File: src/sfwp_defs.vh
`ifndef SFWP_DEFS_VH
`define SFWP_DEFS_VH

// array geometry
`define SFWP_ADDR_W 24
`define SFWP_SEC_HI 23
`define SFWP_SEC_LO 16
`define SFWP_SECTORS 9'h100
`define SFWP_SECTOR_BITS 256
`define SFWP_SUBSEC_MASK 24'hfff000
`define SFWP_SECTOR_MASK 24'hff0000
`define SFWP_PAGE_HI 23
`define SFWP_PAGE_LO 8
`define SFWP_ERASED 8'hff
`define SFWP_OTP_BYTES 64
`define SFWP_OTP_AW 6

// block protect decode
`define SFWP_BP_NONE 4'h0
`define SFWP_BP_MAX 4'h8
`define SFWP_BP_ONE 4'h1
`define SFWP_SPAN_ONE 9'h001

// whole-byte check on the clock count
`define SFWP_BYTE_FRAC_HI 2
`define SFWP_BYTE_FRAC_LO 0

// host commands
`define SFWP_OP_WREN 4'h0
`define SFWP_OP_WRDI 4'h1
`define SFWP_OP_PROG 4'h2
`define SFWP_OP_SSE 4'h3
`define SFWP_OP_SE 4'h4
`define SFWP_OP_BE 4'h5
`define SFWP_OP_LOCKW 4'h6
`define SFWP_OP_STW 4'h7
`define SFWP_OP_OTPP 4'h8
`define SFWP_OP_OTPR 4'h9

// refusal causes
`define SFWP_CAUSE_OK 3'h0
`define SFWP_CAUSE_PART 3'h1
`define SFWP_CAUSE_NOWEL 3'h2
`define SFWP_CAUSE_PROT 3'h3
`define SFWP_CAUSE_LOCKED 3'h4
`define SFWP_CAUSE_WPLOCK 3'h5

// register port
`define SFWP_REG_STATUS 2'h0
`define SFWP_REG_SECSEL 2'h1
`define SFWP_REG_LOCKRD 2'h2
`define SFWP_REG_RESULT 2'h3

// status field layout
`define SFWP_ST_WEL 1
`define SFWP_ST_BP_HI 5
`define SFWP_ST_BP_LO 2
`define SFWP_ST_TB 6
`define SFWP_ST_WPL 7

// lock data layout
`define SFWP_LK_WR 0
`define SFWP_LK_DN 1

`endif

File: src/sfwp_otp.v
`include "sfwp_defs.vh"

module sfwp_otp (
    input wire ref_clk,
    input wire rst_n,
    input wire prog_en,
    input wire rd_en,
    input wire [`SFWP_OTP_AW-1:0] addr,
    input wire [7:0] wdata,
    output reg [7:0] rdata
);

    reg [7:0] mem [0:`SFWP_OTP_BYTES-1];
    integer i;

    always @(posedge ref_clk or negedge rst_n) begin
        if (!rst_n) begin
            for (i = 0; i < `SFWP_OTP_BYTES; i = i + 1) begin
                mem[i] <= `SFWP_ERASED;
            end
            rdata <= 8'h00;
        end else begin
            // one-time area: programming only clears bits; only reset sets them all again
            if (prog_en) begin
                mem[addr] <= mem[addr] & wdata;
            end
            if (rd_en) begin
                rdata <= mem[addr];
            end
        end
    end

endmodule

File: src/sfwp_guard.v
// Added by the designer: the address map and the plain strobed port.
`include "sfwp_defs.vh"

module sfwp_guard (
    input wire ref_clk,
    input wire rst_n,
    input wire cmd_valid,
    input wire [3:0] cmd_op,
    input wire [`SFWP_ADDR_W-1:0] cmd_addr,
    input wire [15:0] cmd_clk_count,
    input wire [7:0] cmd_wdata,
    input wire [7:0] cmd_old,
    input wire cmd_quad,
    input wire wp_n_pin,
    input wire [1:0] reg_addr,
    input wire [7:0] reg_wdata,
    input wire reg_wr,
    input wire reg_rd,
    output reg [7:0] reg_rdata,
    output reg op_go,
    output reg [3:0] op_kind,
    output reg [`SFWP_ADDR_W-1:0] op_addr,
    output reg [15:0] op_page,
    output reg [7:0] op_data,
    output reg op_reject,
    output reg [2:0] op_cause,
    output wire [7:0] otp_rdata
);

    reg wp_meta;
    reg wp_sync;
    reg wel;
    reg [3:0] block_protect_level;
    reg top_bottom_select;
    reg [7:0] sec_sel;
    reg [2:0] last_cause;
    reg [`SFWP_SECTOR_BITS-1:0] lock_wr;
    reg [`SFWP_SECTOR_BITS-1:0] lock_dn;

    reg [7:0] sec;
    reg modify;
    reg array_op;
    reg sec_prot;
    reg bulk_blocked;
    reg [2:0] next_cause;
    reg accept;
    reg otp_prog;
    reg otp_rd;
    reg wp_lock;
    integer i;

    // block-protect decode for one sector
    function bp_hit;
        input [7:0] s;
        input [3:0] lvl;
        input tb;
        reg [8:0] span;
        begin
            span = `SFWP_SPAN_ONE << (lvl - `SFWP_BP_ONE);
            if (lvl == `SFWP_BP_NONE) begin
                bp_hit = 1'b0;
            end else if (lvl > `SFWP_BP_MAX) begin
                bp_hit = 1'b1;
            end else if (tb) begin
                bp_hit = ({1'b0, s} < span);
            end else begin
                bp_hit = ({1'b0, s} >= (`SFWP_SECTORS - span));
            end
        end
    endfunction

    // a sector is writable only if both protections leave it open
    function sector_blocked;
        input [7:0] s;
        input [3:0] lvl;
        input tb;
        input lk;
        begin
            sector_blocked = bp_hit(s, lvl, tb) | lk;
        end
    endfunction

    sfwp_otp u_otp (
        .ref_clk(ref_clk),
        .rst_n(rst_n),
        .prog_en(otp_prog),
        .rd_en(otp_rd),
        .addr(cmd_addr[`SFWP_OTP_AW-1:0]),
        .wdata(cmd_wdata),
        .rdata(otp_rdata)
    );

    // write-protect pin crosses in from outside the clock domain
    always @(posedge ref_clk or negedge rst_n) begin
        if (!rst_n) begin
            wp_meta <= 1'b1;
            wp_sync <= 1'b1;
        end else begin
            wp_meta <= wp_n_pin;
            wp_sync <= wp_meta;
        end
    end

    always @* begin
        // in quad mode the pin carries data, so it cannot protect
        wp_lock = ~wp_sync & ~cmd_quad;
        sec = cmd_addr[`SFWP_SEC_HI:`SFWP_SEC_LO];
        modify = (cmd_op == `SFWP_OP_PROG) | (cmd_op == `SFWP_OP_SSE) |
                 (cmd_op == `SFWP_OP_SE) | (cmd_op == `SFWP_OP_BE) |
                 (cmd_op == `SFWP_OP_LOCKW) | (cmd_op == `SFWP_OP_STW) |
                 (cmd_op == `SFWP_OP_OTPP);
        // page, subsector and sector all fall inside one sector
        array_op = (cmd_op == `SFWP_OP_PROG) | (cmd_op == `SFWP_OP_SSE) |
                   (cmd_op == `SFWP_OP_SE);
        sec_prot = sector_blocked(sec, block_protect_level,
                                  top_bottom_select, lock_wr[sec]);
        bulk_blocked = 1'b0;
        for (i = 0; i < `SFWP_SECTOR_BITS; i = i + 1) begin
            if (sector_blocked(i[7:0], block_protect_level,
                               top_bottom_select, lock_wr[i])) begin
                bulk_blocked = 1'b1;
            end
        end
        next_cause = `SFWP_CAUSE_OK;
        if (modify) begin
            if (cmd_clk_count[`SFWP_BYTE_FRAC_HI:`SFWP_BYTE_FRAC_LO]
                    != 3'h0) begin
                next_cause = `SFWP_CAUSE_PART;
            end else if (!wel) begin
                next_cause = `SFWP_CAUSE_NOWEL;
            end else if (array_op && sec_prot) begin
                next_cause = `SFWP_CAUSE_PROT;
            end else if ((cmd_op == `SFWP_OP_BE) && bulk_blocked) begin
                next_cause = `SFWP_CAUSE_PROT;
            end else if ((cmd_op == `SFWP_OP_LOCKW) && lock_dn[sec]) begin
                next_cause = `SFWP_CAUSE_LOCKED;
            end else if ((cmd_op == `SFWP_OP_STW) && wp_lock) begin
                next_cause = `SFWP_CAUSE_WPLOCK;
            end
        end
        accept = cmd_valid & modify & (next_cause == `SFWP_CAUSE_OK);
        otp_prog = accept & (cmd_op == `SFWP_OP_OTPP);
        otp_rd = cmd_valid & (cmd_op == `SFWP_OP_OTPR);
    end

    // command decision and protection state
    always @(posedge ref_clk or negedge rst_n) begin
        if (!rst_n) begin
            wel <= 1'b0;
            block_protect_level <= 4'h0;
            top_bottom_select <= 1'b0;
            lock_wr <= {`SFWP_SECTOR_BITS{1'b0}};
            lock_dn <= {`SFWP_SECTOR_BITS{1'b0}};
            last_cause <= `SFWP_CAUSE_OK;
            op_go <= 1'b0;
            op_kind <= 4'h0;
            op_addr <= {`SFWP_ADDR_W{1'b0}};
            op_page <= 16'h0000;
            op_data <= 8'h00;
            op_reject <= 1'b0;
            op_cause <= `SFWP_CAUSE_OK;
        end else begin
            op_go <= 1'b0;
            op_reject <= 1'b0;
            if (cmd_valid) begin
                op_kind <= cmd_op;
                op_cause <= next_cause;
                op_page <= cmd_addr[`SFWP_PAGE_HI:`SFWP_PAGE_LO];
                if (cmd_op == `SFWP_OP_WREN) begin
                    wel <= 1'b1;
                end else if (cmd_op == `SFWP_OP_WRDI) begin
                    wel <= 1'b0;
                end
                if (modify) begin
                    last_cause <= next_cause;
                    op_reject <= ~accept;
                end
                if (accept) begin
                    // latch is spent by each command it lets through
                    wel <= 1'b0;
                end
                // only array work and OTP programs leave the block as an operation
                op_go <= accept & (array_op | (cmd_op == `SFWP_OP_BE) |
                                   (cmd_op == `SFWP_OP_OTPP));
                case (cmd_op)
                    `SFWP_OP_PROG: begin
                        op_addr <= cmd_addr;
                        op_data <= cmd_old & cmd_wdata;
                    end
                    `SFWP_OP_SSE: begin
                        op_addr <= cmd_addr & `SFWP_SUBSEC_MASK;
                        op_data <= `SFWP_ERASED;
                    end
                    `SFWP_OP_SE: begin
                        op_addr <= cmd_addr & `SFWP_SECTOR_MASK;
                        op_data <= `SFWP_ERASED;
                    end
                    `SFWP_OP_BE: begin
                        op_addr <= {`SFWP_ADDR_W{1'b0}};
                        op_data <= `SFWP_ERASED;
                    end
                    `SFWP_OP_OTPP: begin
                        op_addr <= cmd_addr;
                        op_data <= cmd_old & cmd_wdata;
                    end
                    default: begin
                        op_addr <= cmd_addr;
                        op_data <= cmd_wdata;
                    end
                endcase
                if (accept && (cmd_op == `SFWP_OP_LOCKW)) begin
                    lock_wr[sec] <= cmd_wdata[`SFWP_LK_WR];
                    // lock-down is sticky until reset
                    lock_dn[sec] <= lock_dn[sec] |
                                    cmd_wdata[`SFWP_LK_DN];
                end
            end
            if (accept && (cmd_op == `SFWP_OP_STW)) begin
                block_protect_level <=
                    cmd_wdata[`SFWP_ST_BP_HI:`SFWP_ST_BP_LO];
                top_bottom_select <= cmd_wdata[`SFWP_ST_TB];
            end else if (reg_wr && (reg_addr == `SFWP_REG_STATUS) &&
                         !wp_lock) begin
                // software path obeys the same pin freeze
                block_protect_level <=
                    reg_wdata[`SFWP_ST_BP_HI:`SFWP_ST_BP_LO];
                top_bottom_select <= reg_wdata[`SFWP_ST_TB];
            end
        end
    end

    // register port: read data stands in the cycle after the strobe
    always @(posedge ref_clk or negedge rst_n) begin
        if (!rst_n) begin
            sec_sel <= 8'h00;
            reg_rdata <= 8'h00;
        end else begin
            if (reg_wr && (reg_addr == `SFWP_REG_SECSEL)) begin
                sec_sel <= reg_wdata;
            end
            if (reg_rd) begin
                case (reg_addr)
                    `SFWP_REG_STATUS: begin
                        reg_rdata <= {wp_lock, top_bottom_select,
                                      block_protect_level, wel, 1'b0};
                    end
                    `SFWP_REG_SECSEL: begin
                        reg_rdata <= sec_sel;
                    end
                    `SFWP_REG_LOCKRD: begin
                        reg_rdata <= {6'h00, lock_dn[sec_sel],
                                      lock_wr[sec_sel]};
                    end
                    `SFWP_REG_RESULT: begin
                        reg_rdata <= {5'h00, last_cause};
                    end
                    default: begin
                        reg_rdata <= 8'h00;
                    end
                endcase
            end else begin
                reg_rdata <= 8'h00;
            end
        end
    end

endmodule

File: config.mk
export PLATFORM = sky130hd
export DESIGN_NAME = sfwp_guard
export DESIGN_NICKNAME = d
export VERILOG_FILES = /design/src/sfwp_otp.v /design/src/sfwp_guard.v
export VERILOG_INCLUDE_DIRS = /design/src
export SDC_FILE = /design/constraint.sdc
export NUM_CORES = 2
export LEC_CHECK = 0
export BUFFER_PORTS_ARGS = -buffer_cell sky130_fd_sc_hd__buf_2
export CAP_MARGIN = 20
export CORE_MARGIN = 2
export CORE_UTILIZATION = 57
export DETAILED_ROUTE_END_ITERATION = 8
export PLACE_DENSITY = 0.75
export SLEW_MARGIN = 25
export SYNTH_ARGS = -nofsm -noshare
export SYNTH_HDL_FRONTEND = slang
export SYNTH_SLANG_ARGS = --single-unit
File: constraint.sdc
create_clock -name ref_clk -period 3.7 [get_ports ref_clk]
set_input_delay 1.11 -clock ref_clk [delete_from_list [all_inputs] [get_ports ref_clk]]
set_output_delay 1.11 -clock ref_clk [all_outputs]
set_load 0.03 [all_outputs]
; ---- Yosys cells after proc, flatten, opt, wreduce, memory -nomap -nowiden
; Cells that the tools add are included.
[totals]
ff_bits = 1116
latch_bits = 0
mem_bits_rw = 0
mem_bits_ro = 0
input_bits = 77
output_inout_bits = 73
wordCells = 1984
memories = 0
[op_classes]
addsub = 2
n_mul = 0
div = 0
order_cmp = 520
n_eq_ne = 12
n_shift = 1
n_mux = 1066
bitwise_logic = 277
n_reduce_logical = 24
[ops]
columns = operator, n
row1 = $ge A8 B9 Y1 const A, 128
row2 = $lt A8 B9 Y1 const A, 128
row3 = $mux W1, 1040
row4 = $ge A7 B9 Y1 const A, 64
row5 = $lt A7 B9 Y1 const A, 64
row6 = $bwmux W256, 2
row7 = $bwmux W512, 1
row8 = $ge A6 B9 Y1 const A, 32
row9 = $lt A6 B9 Y1 const A, 32
row10 = $or A1 B1 Y1, 265
row11 = $ge A5 B9 Y1 const A, 16
row12 = $lt A5 B9 Y1 const A, 16
row13 = $ge A4 B9 Y1 const A, 8
row14 = $lt A4 B9 Y1 const A, 8
row15 = $pmux W24 S3, 1
row16 = $bmux W8 S6, 1
row17 = $demux W8 S6, 1
row18 = $ge A3 B9 Y1 const A, 4
row19 = $lt A3 B9 Y1 const A, 4
row20 = $bmux W1 S8, 4
row21 = $mux W8, 4
row22 = $pmux W8 S4, 1
row23 = $mux W3, 7
row24 = $ge A1 B9 Y1 const A, 2
row25 = 36 further kinds, 69

; ---- Longest topological paths before layout
[logic_depth]
depth_word = 275
ltp_mapped = 19
depth_no_buf = 13

; ---- Cells and area by module
; Synthesis repeated with hierarchy kept, for this count alone.
[hier_totals]
hier_cells = 5284
area_unflattened_um2 = 58818.9
[modules_own_cells]
columns = module, n_inst, cells_each, area_each_um2, seq_area_each_um2
row1 = sfwp_guard, 1, 2760, 33621.0, 14916.8
row2 = sfwp_otp, 1, 2524, 25197.9, 13653.1

; ---- Worst setup path after synthesis
; No wires, ideal clock.
[synth_path]
path_kind = input -> register
startpoint = input port cmd_addr[16]
endpoint = register lock_wr[94]
setup_ns = 0.125
arrival_time_ns = 4.641
required_ns = 3.575
setup_slack_ns = -1.066
cell_stages = 18
n_path_buf = 7
path_cell_list = buf_6 > buf_4 > buf_4 > inv_1 > buf_2 > ha_1 > nand2b_1 > a21o_1 > a21o_1 > a211oi_1 > o21ai_0 > o311a_1 > or4_1 > buf_2 > buf_2 > buf_2 > a2111oi_2 > mux2_2
[synth_between]
elab_chain_cells = 14
elab_cells_between_ends = 28
cone_classes = 4 x order compare / 16 x mux / 2 x bitwise / 6 x reduce/logical
[synth_rtl]
columns = item, line
row1 = "start, declared", sfwp_guard.v:9  ; input wire [`SFWP_ADDR_W-1:0] cmd_addr,
row2 = branches (longest 14 deep; another with $bmux W1 S8), --
row3 = "end signal, assigned", sfwp_guard.v:152  ; lock_wr <= {`SFWP_SECTOR_BITS{1'b0}};
row4 = "end signal, assigned by index", sfwp_guard.v:212  ; lock_wr[sec] <= cmd_wdata[`SFWP_LK_WR];
row5 = "end, declared", sfwp_guard.v:37  ; reg [`SFWP_SECTOR_BITS-1:0] lock_wr;
; Parallel ways; which one is timed is not known. The select of a mux whose other input is x is not followed.
; A chain may end at the register's enable or synchronous reset.

; ---- Final worst setup path
[layout_path]
startpoint = register lock_wr[89]
endpoint = register lock_wr[52]
[layout_between]
elab_chain_cells = 178
elab_cells_between_ends = 182
cone_classes = 174 x mux / 3 x bitwise / 5 x reduce/logical
[layout_rtl]
columns = item, line
row1 = $or A1 B1 Y1, sfwp_guard.v:79  ; sector_blocked = bp_hit(s, lvl, tb) | lk;
row2 = $mux W1 (167 in a row), sfwp_guard.v:119  ; if (sector_blocked(i[7:0], block_protect_level,
row3 = $logic_and A1 B1 Y1, sfwp_guard.v:133  ; end else if ((cmd_op == `SFWP_OP_BE) && bulk_blocked) begin
row4 = $mux W3, sfwp_guard.v:133
row5 = $mux W3 *, sfwp_guard.v:131  ; end else if (array_op && sec_prot) begin
row6 = $mux W3 *, sfwp_guard.v:129  ; end else if (!wel) begin
row7 = $mux W3 *, sfwp_guard.v:126  ; if (cmd_clk_count[`SFWP_BYTE_FRAC_HI:`SFWP_BYTE_FRAC_LO]
row8 = $mux W3 *, sfwp_guard.v:125  ; if (modify) begin
row9 = $logic_not A3 Y1 (no source line) *, --
row10 = $and A1 B1 Y1 *, sfwp_guard.v:141  ; accept = cmd_valid & modify & (next_cause == `SFWP_CAUSE_OK);
row11 = $logic_and A1 B1 Y1 *, sfwp_guard.v:211  ; if (accept && (cmd_op == `SFWP_OP_LOCKW)) begin
row12 = $reduce_and A2 Y1 (no source line) *, --
; Mark *: on every way between the ends. The rest lies on a longest branch, timed or not. The select of a mux whose other input is x is not followed.

==> summary.md <==
| Metric | Value |
|---|---|
| Outcome | complete, but fails checks |
| Failing checks | negative setup slack |
| Fin crit period | 4.375 ns |
| DR WL/cell | 30.75 microns |
| Synth warn | 0 |
| Async SR Flop Fraction | 100.0% |
| # clock sinks | 1116 |
| Syn Inst Count | 5113 |
| Top post-synthesis cells by count | nand2_1 (775), dfrtp_1 (602), o21ai_0 (560), dfstp_2 (514), clkbuf_1 (373) |
| CTS tree | yes |
| Synth top area share | 25.70% |
| Vias per cell | 7.071 |
| IO Pins | 150 |
| Clock Latency Late Sink | 0.76 ns |
| First-pass GRT wire length | 331400 microns |
| EDFF count, synth | 0 |
| Die area | 0.1054 sq mm |
| Fmax | 228.6 MHz |
| Final wirelength | 225900 microns |
| Initial antenna violation count | 10 |
| PortBufs | 136 |
| CP startpoint kind | flip-flop |
| Die Wd | 324.7 microns |
| Worst-margin pin slew | 1.252 ns |
| Max Cap Viol | 0 |
| Inserted Clock Buffers | 115 |
| Share of cells above drive strength 1 | 45.88% |
| #FFs+latches synth | 1116 |
| Synthesized area per cell | 11.46 sq um |
| CP Max Fanout | 7 |
| Area of the mapped netlist | 0.05861 sq mm |
| Synth cell types | 79 |
| Reg2Reg Setup Slack | -0.68 ns |
| GRT Total Usage | 41.43% |
| Post-synth top area cell | dfrtp_1 |
| Required time of the critical path | 4.31 ns |
| Maximum vdd drop | 0.4406 mV |
| Final worst-path cycle share | 118.2% |
| Most used DFF post-synth | dfrtp_1 |
| Vias in the first global route | 51320 |
| Overflow after GRT | 0 |
| Critical path class | flip-flop to flip-flop |
| Hold Vio Cnt, Final | 0 |
| R2R Path Start | lock_wr[89] |
| RSZ-0062 raised after global routing | yes |
| Final setup vio count | 782 |
| Worst-path clk slew | 0.07 ns |
| Antenna-violating nets left | 0 |
| Filler instances | 6663 |
| Layout area overhead | 27.31% |
| H-tree levels | 3 |
| Worst slack at placement | -1.829 ns |
| Clock skew | 0.07146 ns |
| Worst-case reg-to-reg path depth | 15 |
| R2R Path End | lock_wr[52] |
| Crit end category | flip-flop |
| Root Driver | clkbuf_16 |
| Syn nets | 5207 |
| Final nets | 5967 |
| CTS Buffer Depth | 3 |
| Via count | 51930 |
| Worst Path Arrival | 4.99 ns |
| Top-count cell post-synth | nand2_1 |
| Starting density of the core | 57.52% |
| Sequential-to-total area share from yosys stat | 48.75% |
| Pin count of the biggest net entering global routing | 113 |
| Core ar. | 0.1019 sq mm |
| 1st-iter DRT viols | 7051 |
| Rows | 117 |
| Slew HR | 16.55% |
| Post-route setup slack | -0.6751 ns |
| Post-DP HPWL | 152600 microns |
| HP Class | input pin to asynchronous set/reset pin |
| Final Slew Violations | 0 |
| GP Congestion | 1.056 |
| Die height | 324.7 microns |
| Power Dens Cells | 386.0 mW/mm^2 |
| Drc violations | 0 |
| Setup TNS | -369.03 ns |
| P_leak | 30.71 nW |
| Area contributors post-synth | dfrtp_1 (26%), dfstp_2 (23%), mux4_2 (11%) |
| DRT Pass-1 Iters | 6 |
==> per-stage QoR <==
step                      total power, mW  util (%)  hold slack, ns  cell area [sq um]  instances
after global placement              16.24     67.04          0.3459              68310       7078
after global routing                29.44     73.23          0.3381              74610       7343
final                               28.80     73.23          0.3168              74610       7345
after floorplan                     14.48         -          0.3452              59380       5113
after CTS                           28.45     71.77          0.3247              73130       7312
after detailed placement            16.29     67.04          0.3491              68310       7078
==> worst max-delay path by stage <==
stage            startpoint      endpoint  slack, ns  depth (start not counted)
2_1_floorplan  cmd_addr[16]   lock_wr[19]      -0.72                         15
3_3_place_gp   cmd_addr[16]  lock_wr[173]      -1.75                         11
3_5_place_dp   cmd_addr[16]    lock_wr[2]      -1.83                         12
4_1_cts        lock_wr[127]   lock_dn[96]      -0.50                         14
5_1_grt         lock_wr[89]  lock_wr[245]      -0.72                         11
6_report        lock_wr[89]   lock_wr[52]      -0.68                         15
==> cells in the final DEF (no fill, tap or decap), drive strengths merged, types with 7 or more instances in the layout <==
master	count
a211oi	25
mux2i	68
a41o	123
and3	9
nand4	39
o21bai	96
a22oi	169
clkbuf	184
buf	1161
nand2b	17
a21oi	32
nand2	775
dfstp	514
and2	14
a31oi	37
nor4b	18
ha	17
nor2b	23
a2111oi	223
or3	7
nand3b	9
bufinv	9
nor2	142
o22ai	38
dfrtp	602
a31o	39
nand3	61
o211ai	13
o21ai	561
a221oi	51
clkinv	26
inv	58
nor3	23
a22o	51
mux2	301
mux4	275
nor4	82
==> state kept, by name (all words and copies together) (netlist names) <==
signal and cells:
op_reject 1, reg_rdata 8, wel 1, sec_sel 8, op_data 8, op_addr 24, u_otp.mem 512, lock_dn 256
lock_wr 256, last_cause 3, block_protect_level 4, op_kind 4, wp_sync 1, u_otp.rdata 8, op_cause 3, wp_meta 1
bp_hit.tb 1, op_page 16, op_go 1
==> per-layer routing <==
metal | wire, microns | track usage, % | vias to the layer above | part of all wire, %
li1 | - | - | 21050 | -
met1 | 79380 | 53.15 | 26040 | 35
met2 | 98160 | 60.92 | 3799 | 43
met3 | 29210 | 12.59 | 1041 | 13
met4 | 19060 | 27.68 | 8 | 8.4
met5 | 53 | 0 | - | 0.023
==> critical path: stages (launching register included) <==
cell,delay (ns)
dfrtp_1,0.44
nor4_1,0.46
nand4_1,0.21
or4_4,0.59
or3_4,0.36
o21ai_4,0.19
buf_4,0.13
buf_4,0.09
buf_4,0.09
buf_4,0.12
nand3b_4,0.13
and2_4,0.28
buf_16,0.20
buf_12,0.15
a2111oi_4,0.42
mux2_4,0.34
==> where the power goes <==
part           internal [mW]  total, mW  switching [mW]
clock network           6.99       12.3            5.28
logic                   1.48       3.99            2.51
registers               12.4       12.5           0.181
total                   20.8       28.8            7.98
==> cell type report <==
cell class,instances,area (sq um),share of cell area [%]
Antenna cell,5,12.51,0.01677
Clock buffer,174,3382,4.533
Clock inverter,42,609.3,0.8166
Inverter,55,206.4,0.2767
Multi-Input combinational cell,3413,29660,39.76
Sequential cell,1116,28580,38.31
Tap cell,1368,1712,2.294
Timing Repair Buffer,1172,10450,14.00
==> kinds of logic after synthesis <==
kind of cell,after synthesis,share of synthesized area (%)
compound gates,1509,19.80
simple gates,1239,9.308
flops,1116,48.75
mux,644,17.51
buf+inv,585,4.229
fa+ha+maj,17,0.3629
xor+xnor,3,0.04484
==> timing repair <==
item | 4_1_cts | 5_1_grt
endpoints found under the setup margin | 752 | 851
resized for setup | 91 | 144
hold buffers | 0 | 0
buffers inserted | 16 | 17
cloned | 2 | 12
pin swaps | 22 | 41
(Power assumes the default switching activity.)
